<file path="src/hdl/ufc_pkg.sv">
// Constants, field layouts and types of the smart-card capable UART.
// Assumes one clock domain and a 32-bit Avalon-MM register port.
// Operation
// - Negate rts_n when count reaches watermark; with the FIFO disabled the code negates at a count of 1.
// - Negation follows the completely received character.
// - Late negation matters only for deep FIFOs.
// - Error flags still set during initial search.
// - Valid initial character sets found flag.
// - Invalid T=0 initial characters enter FIFO; the code drops them when automatic NACK is enabled.
// - T=0 transmit complete flag at 12 ETUs.
// - Wait periods end one ETU early.
// - Power-line framing mode is not supported.
package ufc_pkg;
    // Register byte offsets
    localparam logic [7:0] REG_CTRL = 8'h00;
    localparam logic [7:0] REG_BAUD = 8'h04;
    localparam logic [7:0] REG_WMARK = 8'h08;
    localparam logic [7:0] REG_DATA = 8'h0c;
    localparam logic [7:0] REG_STAT = 8'h10;
    localparam logic [7:0] REG_ISTAT = 8'h14;
    localparam logic [7:0] REG_ICLR = 8'h18;
    localparam logic [7:0] REG_IEN = 8'h1c;
    localparam logic [7:0] REG_SCT = 8'h20;
    localparam logic [7:0] REG_FLUSH = 8'h24;
    // Control register fields
    localparam int CB_RX_ENABLE = 0;
    localparam int CB_TX_ENABLE = 1;
    localparam int CB_MODE = 2;
    localparam int CB_RTS_FLOW = 4;
    localparam int CB_FIFO_ENABLE = 5;
    localparam int CB_INIT_SEARCH = 6;
    localparam int CB_T1 = 7;
    localparam int CB_AUTOMATIC_NACK_ENABLE = 8;
    localparam int CB_PARITY_ENABLE = 9;
    localparam int CB_PARITY_ODD = 10;
    localparam int CTRL_W = 11;
    localparam logic [1:0] MODE_NORMAL = 2'h0;
    localparam logic [1:0] MODE_INFRARED = 2'h1;
    localparam logic [1:0] MODE_SMARTCARD = 2'h2;
    localparam logic [1:0] MODE_POWERLINE = 2'h3;
    // Smart-card timing register fields
    localparam int SB_WAIT_TIME_INTEGER = 0;
    localparam int SB_GUARD_TIME_MULTIPLIER = 8;
    localparam int SB_BLOCK_WAIT_TIME_INTEGER = 16;
    localparam int SCT_W = 20;
    // Interrupt status, clear and enable layout
    localparam int IRQ_RX_DATA = 0;
    localparam int IRQ_PARITY_ERROR_FLAG = 1;
    localparam int IRQ_FRAMING_ERROR_FLAG = 2;
    localparam int IRQ_NOISE_ERROR_FLAG = 3;
    localparam int IRQ_FIRST_CHARACTER_FOUND_FLAG = 4;
    localparam int IRQ_TRANSMIT_COMPLETE_FLAG = 5;
    localparam int IRQ_CHARACTER_WAIT_PERIOD = 6;
    localparam int IRQ_BLOCK_WAIT_PERIOD = 7;
    localparam int IRQ_OVERRUN = 8;
    localparam int IRQ_W = 9;
    // Status register fields
    localparam int STB_COUNT = 0;
    localparam int STB_TX_BUSY = 8;
    localparam int STB_RTS_N = 9;
    // Reset values
    localparam int BAUD_W = 16;
    localparam logic [CTRL_W-1:0] CTRL_RST = 11'h000;
    localparam logic [BAUD_W-1:0] BAUD_RST = 16'h000d;
    localparam logic [7:0] WMARK_RST = 8'h01;
    localparam logic [SCT_W-1:0] SCT_RST = 20'h4010a;
    localparam logic [IRQ_W-1:0] IEN_RST = 9'h000;
    // Timing, in sample ticks and elementary time units
    localparam int TMR_W = 27;
    localparam logic [4:0] ETU_TICKS = 5'h10;
    localparam logic [3:0] SAMPLE_MID = 4'h9;
    localparam logic [3:0] TX_DONE_ETU_T0 = 4'hc;
    localparam logic [3:0] FRAME_ETU = 4'ha;
    localparam logic [3:0] FRAME_ETU_PARITY = 4'hb;
    localparam logic [TMR_W-1:0] WAIT_BASE_ETU = 27'h00003c0;
    localparam logic [TMR_W-1:0] BLOCK_ADD_ETU = 27'h000000b;
    localparam logic [TMR_W-1:0] ETU_SHORTFALL = 27'h0000001;
    // Initial characters as sampled lsb first
    localparam logic [7:0] INIT_DIRECT = 8'h3b;
    localparam logic [7:0] INIT_INVERSE = 8'h03;

    typedef enum logic [2:0] {
        RX_IDLE,
        RX_START,
        RX_DATA,
        RX_PARITY,
        RX_STOP
    } ufc_rx_state_t;
endpackage

</file>
<file path="src/hdl/ufc_top.sv">
// UART with receive FIFO, request-to-send flow control and smart-card
// mode (initial search, automatic NACK, wait and block wait timers).
// Assumes synchronous rxd, an Avalon-MM master and a 25 MHz clk.
//
// Implementation choices: the register addresses and register access over Avalon-MM.
`timescale 1ns/100ps
module ufc_top
    import ufc_pkg::*;
#(
    parameter int FIFO_DEPTH = 8,
    parameter int ADDR_W = 6
) (
    input wire logic clk,
    input wire logic srst,
    input wire logic ce,
    input wire logic [ADDR_W-1:0] avs_address,
    input wire logic avs_read,
    input wire logic avs_write,
    input wire logic [31:0] avs_writedata,
    input wire logic [3:0] avs_byteenable,
    output logic [31:0] avs_readdata,
    output logic avs_waitrequest,
    input wire logic rxd,
    output logic txd,
    output logic rts_n,
    output logic irq
);
    localparam int PW = $clog2(FIFO_DEPTH);
    localparam int CW = $clog2(FIFO_DEPTH + 1);

    // Register state
    logic [CTRL_W-1:0] ctrl_q, ctrl_d;
    logic [BAUD_W-1:0] baud_q, baud_d;
    logic [7:0] wmark_q, wmark_d;
    logic [SCT_W-1:0] sct_q, sct_d;
    logic [IRQ_W-1:0] ien_q, ien_d, ist_q, ist_d, ev, clr;
    logic [31:0] rdata_q, rdata_d, mw;
    logic wreq_q, wreq_d, irq_q, irq_d;
    logic [7:0] addr;
    logic hit, wr, rd, first, sc, t0, t1, ir, search, pen;
    // Baud and ETU timing
    logic [BAUD_W-1:0] div_q, div_d;
    logic [3:0] esub_q, esub_d;
    logic tick, etu_tick;
    // Receive path and FIFO
    logic rx_done, rx_perr, rx_ferr, rx_nerr, rx_en, valid_ts;
    logic [7:0] rx_data;
    logic [7:0] mem_q [FIFO_DEPTH];
    logic [PW-1:0] wptr_q, wptr_d, rptr_q, rptr_d;
    logic [CW-1:0] cnt_q, cnt_d, depth_eff;
    logic [7:0] wm_eff;
    logic store, push, pop, flush, full, found, rts_n_q, rts_n_d;
    // Transmit path
    logic [10:0] frame_q, frame_d;
    logic [3:0] tx_etu_q, tx_etu_d, tx_sub_q, tx_sub_d, tx_lim;
    logic [4:0] nack_q, nack_d;
    logic tx_busy_q, tx_busy_d, txd_q, txd_d, tx_load, tx_done, line;
    // Wait timer
    logic [TMR_W-1:0] tmr_q, tmr_d, tmr_lim;
    logic fired_q, fired_d, expired;

    function automatic logic [31:0] merge(logic [31:0] old,
                                          logic [31:0] nw,
                                          logic [3:0] be);
        for (int i = 0; i < 4; i++) begin
            if (be[i]) begin
                old[i*8 +: 8] = nw[i*8 +: 8];
            end
        end
        merge = old;
    endfunction

    // Standard wait period less the one ETU shortfall
    function automatic logic [TMR_W-1:0] wait_limit(logic [7:0] wi,
                                                    logic [7:0] gm);
        wait_limit = WAIT_BASE_ETU * TMR_W'(wi) * TMR_W'(gm)
                     - ETU_SHORTFALL;
    endfunction

    function automatic logic [TMR_W-1:0] block_limit(logic [3:0] bi);
        block_limit = BLOCK_ADD_ETU + (WAIT_BASE_ETU << bi)
                      - ETU_SHORTFALL;
    endfunction

    // Mode decode shared by all groups
    assign addr = 8'(avs_address);
    assign hit = (avs_read | avs_write) && !wreq_q;
    assign wr = avs_write && hit;
    assign rd = avs_read && hit;
    assign first = (avs_read | avs_write) && wreq_q;
    assign sc = (ctrl_q[CB_MODE +: 2] == MODE_SMARTCARD);
    assign ir = (ctrl_q[CB_MODE +: 2] == MODE_INFRARED);
    assign t1 = sc && ctrl_q[CB_T1];
    assign t0 = sc && !ctrl_q[CB_T1];
    assign search = sc && ctrl_q[CB_INIT_SEARCH];
    assign pen = ctrl_q[CB_PARITY_ENABLE] | sc; // Cards always use parity
    assign rx_en = ctrl_q[CB_RX_ENABLE];
    assign tick = (div_q == '0);
    assign etu_tick = tick && (esub_q == 4'hf);

    ufc_rx u_rx (
        .clk(clk),
        .srst(srst),
        .ce(ce),
        .tick(tick),
        .en(rx_en),
        .rxd(ir ? ~rxd : rxd),
        .parity_en(pen),
        .parity_odd(ctrl_q[CB_PARITY_ODD]),
        .done(rx_done),
        .data(rx_data),
        .parity_err(rx_perr),
        .frame_err(rx_ferr),
        .noise_err(rx_nerr)
    );

    // Register file and bus answer; effects land on the accept edge
    always_comb begin
        ctrl_d = ctrl_q;
        baud_d = baud_q;
        wmark_d = wmark_q;
        sct_d = sct_q;
        ien_d = ien_q;
        clr = '0;
        rdata_d = rdata_q;
        wreq_d = !first; // Answer one cycle after the request shows
        mw = 32'h0;
        if (wr) begin
            unique case (addr)
                REG_CTRL: begin
                    mw = merge(32'(ctrl_q), avs_writedata, avs_byteenable);
                    ctrl_d = mw[CTRL_W-1:0];
                    if (mw[CB_MODE +: 2] == MODE_POWERLINE) begin
                        ctrl_d[CB_MODE +: 2] = MODE_NORMAL;
                    end
                end
                REG_BAUD: begin
                    mw = merge(32'(baud_q), avs_writedata, avs_byteenable);
                    baud_d = mw[BAUD_W-1:0];
                end
                REG_WMARK: begin
                    mw = merge(32'(wmark_q), avs_writedata, avs_byteenable);
                    wmark_d = mw[7:0];
                end
                REG_SCT: begin
                    mw = merge(32'(sct_q), avs_writedata, avs_byteenable);
                    sct_d = mw[SCT_W-1:0];
                end
                REG_IEN: begin
                    mw = merge(32'(ien_q), avs_writedata, avs_byteenable);
                    ien_d = mw[IRQ_W-1:0];
                end
                REG_ICLR: begin
                    mw = merge(32'h0, avs_writedata, avs_byteenable);
                    clr = mw[IRQ_W-1:0];
                end
                default: ;
            endcase
        end
        // Search ends by itself once the initial character is seen
        if (found) begin
            ctrl_d[CB_INIT_SEARCH] = 1'b0;
        end
        if (first && avs_read) begin
            unique case (addr)
                REG_CTRL: rdata_d = 32'(ctrl_q);
                REG_BAUD: rdata_d = 32'(baud_q);
                REG_WMARK: rdata_d = 32'(wmark_q);
                REG_DATA: rdata_d = (cnt_q != '0) ? 32'(mem_q[rptr_q]) : '0;
                REG_STAT: rdata_d = 32'({rts_n_q, tx_busy_q, 8'(cnt_q)});
                REG_ISTAT: rdata_d = 32'(ist_q);
                REG_IEN: rdata_d = 32'(ien_q);
                REG_SCT: rdata_d = 32'(sct_q);
                default: rdata_d = 32'h0; // Unmapped and write-only read 0
            endcase
        end
        // Sticky events: a set in the clearing cycle survives
        ist_d = (ist_q & ~clr) | ev;
        irq_d = |(ist_q & ien_q);
    end

    always_ff @(posedge clk) begin
        if (srst) begin
            ctrl_q <= CTRL_RST;
            baud_q <= BAUD_RST;
            wmark_q <= WMARK_RST;
            sct_q <= SCT_RST;
            ien_q <= IEN_RST;
            ist_q <= '0;
            rdata_q <= 32'h0;
            wreq_q <= 1'b1;
            irq_q <= 1'b0;
        end else if (ce) begin
            ctrl_q <= ctrl_d;
            baud_q <= baud_d;
            wmark_q <= wmark_d;
            sct_q <= sct_d;
            ien_q <= ien_d;
            ist_q <= ist_d;
            rdata_q <= rdata_d;
            wreq_q <= wreq_d;
            irq_q <= irq_d;
        end
    end

    // Receive FIFO, events and request-to-send
    always_comb begin
        valid_ts = (rx_data == INIT_DIRECT) || (rx_data == INIT_INVERSE);
        found = rx_done && rx_en && search && valid_ts;
        // Rejected candidates still land here unless NACK mode is on
        store = rx_done && rx_en &&
                !(search && !valid_ts && ctrl_q[CB_AUTOMATIC_NACK_ENABLE]);
        // A disabled FIFO acts as a single holding slot
        depth_eff = ctrl_q[CB_FIFO_ENABLE] ? CW'(FIFO_DEPTH) : CW'(1);
        full = (cnt_q >= depth_eff);
        push = store && !full;
        pop = rd && (addr == REG_DATA) && (cnt_q != '0);
        flush = wr && (addr == REG_FLUSH);
        wptr_d = push ? wptr_q + PW'(1) : wptr_q;
        rptr_d = pop ? rptr_q + PW'(1) : rptr_q;
        cnt_d = cnt_q + CW'(push) - CW'(pop);
        if (flush) begin
            wptr_d = '0;
            rptr_d = '0;
            cnt_d = '0;
        end
        // Count is compared only after the push settles, so the line
        // moves two edges after the stop-bit decision
        wm_eff = ctrl_q[CB_FIFO_ENABLE] ? wmark_q : 8'h01;
        rts_n_d = ctrl_q[CB_RTS_FLOW] && (8'(cnt_q) >= wm_eff);
        ev = '0;
        ev[IRQ_RX_DATA] = push;
        ev[IRQ_PARITY_ERROR_FLAG] = rx_done && rx_en && rx_perr;
        ev[IRQ_FRAMING_ERROR_FLAG] = rx_done && rx_en && rx_ferr;
        ev[IRQ_NOISE_ERROR_FLAG] = rx_done && rx_en && rx_nerr;
        ev[IRQ_FIRST_CHARACTER_FOUND_FLAG] = found;
        ev[IRQ_TRANSMIT_COMPLETE_FLAG] = tx_done;
        ev[IRQ_CHARACTER_WAIT_PERIOD] = expired && !t1;
        ev[IRQ_BLOCK_WAIT_PERIOD] = expired && t1;
        ev[IRQ_OVERRUN] = store && full;
    end

    // Memory has no reset; the count guards stale entries
    always_ff @(posedge clk) begin
        if (ce && !srst && push) begin
            mem_q[wptr_q] <= rx_data;
        end
    end

    always_ff @(posedge clk) begin
        if (srst) begin
            wptr_q <= '0;
            rptr_q <= '0;
            cnt_q <= '0;
            rts_n_q <= 1'b0;
        end else if (ce) begin
            wptr_q <= wptr_d;
            rptr_q <= rptr_d;
            cnt_q <= cnt_d;
            rts_n_q <= rts_n_d;
        end
    end

    // Baud ticks, transmitter, NACK pulse and wait timer
    always_comb begin
        div_d = tick ? baud_q : div_q - BAUD_W'(1);
        esub_d = tick ? esub_q + 4'h1 : esub_q;
        tx_load = wr && (addr == REG_DATA) && ctrl_q[CB_TX_ENABLE] &&
                  !tx_busy_q; // Writes while busy are dropped
        tx_lim = t0 ? TX_DONE_ETU_T0 : (pen ? FRAME_ETU_PARITY : FRAME_ETU);
        frame_d = frame_q;
        tx_busy_d = tx_busy_q;
        tx_etu_d = tx_etu_q;
        tx_sub_d = tx_sub_q;
        tx_done = 1'b0;
        if (tx_load) begin
            frame_d = {1'b1, pen ? ^avs_writedata[7:0] ^
                       ctrl_q[CB_PARITY_ODD] : 1'b1,
                       avs_writedata[7:0], 1'b0};
            tx_busy_d = 1'b1;
            tx_etu_d = 4'h0;
            tx_sub_d = 4'h0;
        end else if (tx_busy_q && tick) begin
            tx_sub_d = tx_sub_q + 4'h1;
            if (tx_sub_q == 4'hf) begin
                tx_etu_d = tx_etu_q + 4'h1;
                // T=0 flags completion at the guard time end
                if (tx_etu_d == tx_lim) begin
                    tx_busy_d = 1'b0;
                    tx_done = 1'b1;
                end
            end
        end
        // Automatic NACK: hold the line low one ETU on a bad parity
        nack_d = nack_q;
        if (rx_done && rx_en && t0 && rx_perr &&
            ctrl_q[CB_AUTOMATIC_NACK_ENABLE]) begin
            nack_d = ETU_TICKS;
        end else if (tick && (nack_q != 5'h0)) begin
            nack_d = nack_q - 5'h1;
        end
        line = 1'b1;
        if (tx_busy_q && (tx_etu_q < FRAME_ETU_PARITY)) begin
            line = frame_q[tx_etu_q];
        end
        line = line & (nack_q == 5'h0);
        txd_d = ir ? ~line : line;
        // Timer restarts on every character edge in either direction
        tmr_lim = t1 ? block_limit(sct_q[SB_BLOCK_WAIT_TIME_INTEGER +: 4])
                     : wait_limit(sct_q[SB_WAIT_TIME_INTEGER +: 8],
                                  sct_q[SB_GUARD_TIME_MULTIPLIER +: 8]);
        tmr_d = tmr_q;
        fired_d = fired_q;
        expired = 1'b0;
        if (!sc || rx_done || tx_done) begin
            tmr_d = '0;
            fired_d = 1'b0;
        end else if (etu_tick && !fired_q) begin
            if (tmr_q == tmr_lim) begin
                expired = 1'b1;
                fired_d = 1'b1;
            end else begin
                tmr_d = tmr_q + TMR_W'(1);
            end
        end
    end

    always_ff @(posedge clk) begin
        if (srst) begin
            div_q <= '0;
            esub_q <= 4'h0;
            frame_q <= 11'h7ff;
            tx_busy_q <= 1'b0;
            tx_etu_q <= 4'h0;
            tx_sub_q <= 4'h0;
            nack_q <= 5'h0;
            txd_q <= 1'b1;
            tmr_q <= '0;
            fired_q <= 1'b0;
        end else if (ce) begin
            div_q <= div_d;
            esub_q <= esub_d;
            frame_q <= frame_d;
            tx_busy_q <= tx_busy_d;
            tx_etu_q <= tx_etu_d;
            tx_sub_q <= tx_sub_d;
            nack_q <= nack_d;
            txd_q <= txd_d;
            tmr_q <= tmr_d;
            fired_q <= fired_d;
        end
    end

    assign avs_readdata = rdata_q;
    assign avs_waitrequest = wreq_q;
    assign txd = txd_q;
    assign rts_n = rts_n_q;
    assign irq = irq_q;
endmodule

</file>
<file path="src/hdl/ufc_rx.sv">
// Receive deserialiser: 16 ticks per bit, majority of three samples.
// Assumes tick is a one-cycle strobe and rxd is synchronous to clk.
`timescale 1ns/100ps
module ufc_rx
    import ufc_pkg::*;
(
    input wire logic clk,
    input wire logic srst,
    input wire logic ce,
    input wire logic tick,
    input wire logic en,
    input wire logic rxd,
    input wire logic parity_en,
    input wire logic parity_odd,
    output logic done,
    output logic [7:0] data,
    output logic parity_err,
    output logic frame_err,
    output logic noise_err
);
    ufc_rx_state_t st_q, st_d;
    logic [3:0] sub_q, sub_d, bit_q, bit_d;
    logic [7:0] sh_q, sh_d, data_q, data_d;
    logic [1:0] smp_q, smp_d;
    logic nz_q, nz_d, pe_q, pe_d, done_q, done_d;
    logic perr_q, perr_d, ferr_q, ferr_d, nerr_q, nerr_d;
    logic v, nzb, mid;

    function automatic logic maj3(logic a, logic b, logic c);
        maj3 = (a & b) | (a & c) | (b & c);
    endfunction

    // Bit decisions at mid-bit; stop decision ends the frame early
    always_comb begin
        st_d = st_q;
        sub_d = sub_q;
        bit_d = bit_q;
        sh_d = sh_q;
        smp_d = smp_q;
        nz_d = nz_q;
        pe_d = pe_q;
        done_d = 1'b0;
        data_d = data_q;
        perr_d = perr_q;
        ferr_d = ferr_q;
        nerr_d = nerr_q;
        v = maj3(smp_q[1], smp_q[0], rxd);
        nzb = !((smp_q[1] == rxd) && (smp_q[0] == rxd));
        mid = (sub_q == SAMPLE_MID);
        if (tick) begin
            sub_d = sub_q + 4'h1;
            smp_d = {smp_q[0], rxd};
            unique case (st_q)
                RX_IDLE: begin
                    sub_d = 4'h0;
                    bit_d = 4'h0;
                    nz_d = 1'b0;
                    pe_d = parity_odd;
                    if (en && !rxd) begin
                        st_d = RX_START;
                    end
                end
                RX_START: if (mid) begin
                    nz_d = nzb;
                    st_d = v ? RX_IDLE : RX_DATA; // High start is a glitch
                end
                RX_DATA: if (mid) begin
                    sh_d = {v, sh_q[7:1]};
                    pe_d = pe_q ^ v;
                    nz_d = nz_q | nzb;
                    bit_d = bit_q + 4'h1;
                    if (bit_q == 4'h7) begin
                        st_d = parity_en ? RX_PARITY : RX_STOP;
                    end
                end
                RX_PARITY: if (mid) begin
                    pe_d = pe_q ^ v;
                    nz_d = nz_q | nzb;
                    st_d = RX_STOP;
                end
                RX_STOP: if (mid) begin
                    done_d = 1'b1;
                    data_d = sh_q;
                    perr_d = parity_en & pe_q;
                    ferr_d = !v;
                    nerr_d = nz_q | nzb;
                    st_d = RX_IDLE;
                end
            endcase
        end
    end

    always_ff @(posedge clk) begin
        if (srst) begin
            st_q <= RX_IDLE;
            sub_q <= 4'h0;
            bit_q <= 4'h0;
            sh_q <= 8'h00;
            smp_q <= 2'h3;
            nz_q <= 1'b0;
            pe_q <= 1'b0;
            done_q <= 1'b0;
            data_q <= 8'h00;
            perr_q <= 1'b0;
            ferr_q <= 1'b0;
            nerr_q <= 1'b0;
        end else if (ce) begin
            st_q <= st_d;
            sub_q <= sub_d;
            bit_q <= bit_d;
            sh_q <= sh_d;
            smp_q <= smp_d;
            nz_q <= nz_d;
            pe_q <= pe_d;
            done_q <= done_d;
            data_q <= data_d;
            perr_q <= perr_d;
            ferr_q <= ferr_d;
            nerr_q <= nerr_d;
        end
    end

    assign done = done_q;
    assign data = data_q;
    assign parity_err = perr_q;
    assign frame_err = ferr_q;
    assign noise_err = nerr_q;
endmodule

</file>
<file path="config.mk">
export PLATFORM = sky130hd
export DESIGN_NAME = ufc_top
export DESIGN_NICKNAME = d
export VERILOG_FILES = /design/src/hdl/ufc_pkg.sv /design/src/hdl/ufc_top.sv /design/src/hdl/ufc_rx.sv
export SDC_FILE = /design/constraint.sdc
export NUM_CORES = 1
export LEC_CHECK = 0
export BUFFER_PORTS_ARGS = -buffer_cell sky130_fd_sc_hd__buf_2
export CELL_PAD_IN_SITES_DETAIL_PLACEMENT = 0
export CELL_PAD_IN_SITES_GLOBAL_PLACEMENT = 1
export CORE_UTILIZATION = 49
export CTS_CLUSTER_SIZE = 8
export DETAILED_ROUTE_END_ITERATION = 8
export MAX_ROUTING_LAYER = met4
export PLACE_DENSITY_LB_ADDON = 0.3
export SYNTH_ARGS = -nofsm -noshare
export SYNTH_HDL_FRONTEND = slang
export SYNTH_SLANG_ARGS = --single-unit
export TNS_END_PERCENT = 20
</file>
<file path="constraint.sdc">
create_clock -name clk -period 9.75 [get_ports clk]
set_input_delay 0.4875 -clock clk [delete_from_list [all_inputs] [get_ports clk]]
set_output_delay 0.4875 -clock clk [all_outputs]
set_load 0.02 [all_outputs]
</file>
==> results.json <==
{
  "antenna_found_initial": 3,
  "clk_pin_slew_ps": 50,
  "cts_tree": "yes",
  "drtIter0Drc": 1034,
  "synth_top_family_by_area": "simple AND/OR/NAND/NOR gates",
  "start_kind": "register",
  "viasPerCell": 5.80,
  "max_cap_viol_count": 0,
  "p_int_mw": 2.12,
  "r2r_cells": 33,
  "slew_viol_final": 0,
  "crit_type": "register to register",
  "slew_headroom_pct": 17.4,
  "cts.sinks": 281,
  "design_area_um2": 19700,
  "cp_slowest_stage_delay_ps": 550,
  "grt_max_degree": 87,
  "cts.path.max_buffers": 3,
  "clkLatencyLatePin_ps": 550,
  "postRouteAntennaNets": 0,
  "hold_buffers": 0,
  "path_common_cell": "fa_1",
  "start_util_pct": 50.1,
  "die_area_um2": 37300,
  "synth_cells": 1994,
  "hold_viol_final": 0,
  "postPlaceCellArea_um2": 18500,
  "htree_levels": 2,
  "tightest_slew_ps": 1230,
  "num_rows": 69,
  "chipWidth_um": 193,
  "cp_max_fo": 11,
  "yosys_warnings": 0,
  "drive_gt1_share_pct": 10.9,
  "cts-root-buf": "clkbuf_16",
  "io_pins": 84,
  "yosysSeqAreaShare_pct": 35.0,
  "final_cell_mix": "nand2_1 (286), dfxtp_1 (216), nor2_1 (159)",
  "core_um2": 35700,
  "synth_compound_area_share_pct": 14.9,
  "maxClockFrequency_mhz": 109,
  "rr_endpoint": "tmr_q[18]",
  "die_h_um": 193,
  "synthSimpleGateAreaFrac_pct": 22.0,
  "status": "complete, no violations",
  "required_ps": 10240,
  "p_clk_share_pct": 45.3,
  "power.switching_uw": 753,
  "power_density_nw_per_um2": 146,
  "grt.overflow.total": 0,
  "leakagePower_nw": 7.84,
  "pwr-share-comb_pct": 10.9,
  "hp-class": "input port to register",
  "whs_path_depth": 3,
  "synth_enable_flop_cells": 64,
  "min_to": "sct_q[16]",
  "crit_path_top_delay_cell": "fa_1",
  "rsz0062_at_grt": "no",
  "vias": 14500,
  "yosys-mux-area-fraction_pct": 4.58,
  "seqPwrFrac_pct": 43.7,
  "dp_hpwl_um": 33600,
  "grt_pass1_vias": 14000,
  "ys_async_sr_fraction_pct": 0,
  "peakVddDrop_v": 0.000173,
  "synth-main-ff-cell": "dfxtp_1",
  "worstHoldStart": "avs_writedata[16]",
  "routedWlPerCell_um": 18.7,
  "layout_commonest_cell": "nand2_1",
  "synth_xor_area_share_pct": 4.13,
  "first_pass_iters": 7,
  "syn_to_final_growth_pct": 9.97,
  "wl_um": 46600,
  "avgSynthCellArea_um2": 8.98,
  "endpoint_kind": "register",
  "drc": 0,
  "synth_fa_ha_area_share_pct": 14.1,
  "crit_arrival_ps": 9640,
  "gp_congestion": 0.893,
  "synth.distinct_cells": 101,
  "tns_ps": 0,
  "synth_area_um2": 17900,
  "grt_usage_pct": 26.3,
  "reg2reg_from": "sct_q[1]",
  "fin_skew_ps": 20.4,
  "setup_viol": 0,
  "synth-seq-cells": 281,
  "period_minus_slack_ps": 9150,
  "fin_crit_sh_pct": 93.8,
  "r2r_slack_ps": 600,
  "io_buffers": 58,
  "grt_pass1_wl_um": 74800,
  "numCtsBuffers": 41,
  "p_sw_share_pct": 26.2,
  "layout.nets": 2218
}
[power by group through the flow]
| stage | registers [mW] | logic, mW | clock network [mW] |
|---|---|---|---|
| floorplan | 1.28 | 0.232 | 0 |
| global placement | 1.28 | 0.308 | 0 |
| detailed placement | 1.28 | 0.312 | 0 |
| CTS | 1.26 | 0.314 | 1.33 |
| global route | 1.26 | 0.354 | 1.38 |
| finish | 1.26 | 0.315 | 1.30 |
[critical path: cells and delay by family, from the launching register on]
family                   cells  cell delay [ps]
adder cells (fa/ha/maj)      8             3710
AO/OA/AOI/OAI               11             2250
AND/OR/NAND/NOR              8             1930
XOR/XNOR                     3              500
flip-flops                   1              400
buffers and inverters        3              250
[layout make-up]
cell class                 instances  area (um^2)
timing repair buffer              86          512
tap                              461          577
inverter                          99          372
fill                            3262        16100
sequential                       281         6270
antenna                            3         7.51
clock inverter                     3         41.3
multi-input combinational       1504        10800
clock buffer                      57         1120
[worst max-delay path by stage]
stage	cells after the start	slack (ps)	from	to
after detailed placement	29	330	sct_q[1]	tmr_q[19]
after global placement	29	470	sct_q[1]	tmr_q[19]
after floorplan	33	1190	sct_q[2]	tmr_q[19]
after CTS	29	280	sct_q[1]	tmr_q[19]
final	33	600	sct_q[1]	tmr_q[18]
after global routing	34	40	sct_q[1]	tmr_q[18]
[timing repair]
action | CTS | global route
setup endpoints to repair | 0 | 27
setup buffers | 0 | 1
gates resized for setup | 0 | 8
[state kept, by name, summed over array words and instances (netlist names), 4 cells and up, named ones only]
signal and count:
tmr_q 27, ist_q 9, sct_q 20, avs_readdata 20, ien_q 9, ctrl_q 11
wmark_q 8, nack_q 5, mem_q 64, u_rx.sub_q 4, frame_q 10, tx_etu_q 4
u_rx.bit_q 4, cnt_q 4, div_q 16, baud_q 16, u_rx.sh_q 8, u_rx.data 8
esub_q 4, tx_sub_q 4
[metal layers]
layer / track usage (%) / up-vias / part of all wire (%)
met5: - / - / 0
met4: 8.35 / 0 / 2.5
met3: 4.76 / 76 / 6.3
met2: 42.3 / 402 / 47
met1: 33.6 / 6942 / 44
li1: - / 7048 / -
[synth_stat cells, types with 29 or more instances]
master | instances | area (um^2)
mux2i_1 | 29 | 290
xor2_1 | 34 | 298
a21oi_1 | 143 | 716
inv_1 | 99 | 372
fa_1 | 74 | 1480
nand3_1 | 72 | 360
o21ai_0 | 38 | 190
nor3_1 | 66 | 330
ha_1 | 83 | 1040
edfxtp_1 | 64 | 1920
dfxtp_1 | 217 | 4340
nand2_1 | 286 | 1070
clkbuf_1 | 95 | 357
xnor2_1 | 46 | 403
nor2_1 | 159 | 597
and2_1 | 53 | 332
[stage by stage]
stage                     util, %  cells  total power, mW  worst slack [ps]  hold slack (ps)
after detailed placement     51.7   2429             1.59               331              439
after global routing         55.1   2494             2.99              41.7              180
after floorplan                 -   2005             1.51              1190              422
after CTS                    54.9   2489             2.90               279              153
after global placement       51.7   2429             1.59               466              432
final                        55.1   2494             2.88               603              177
[logic make-up (layout without fill, tap and decap cells)]
kind of cell / after synthesis / after routing
AO/OA/AOI/OAI: 384 / 384
XOR/XNOR: 82 / 82
adder cells (fa/ha/maj): 158 / 158
buffers and inverters: 220 / 245
flip-flops: 281 / 281
multiplexers: 58 / 58
other: 1 / 15
AND/OR/NAND/NOR: 810 / 810
Power figures use the tool's default switching activity.
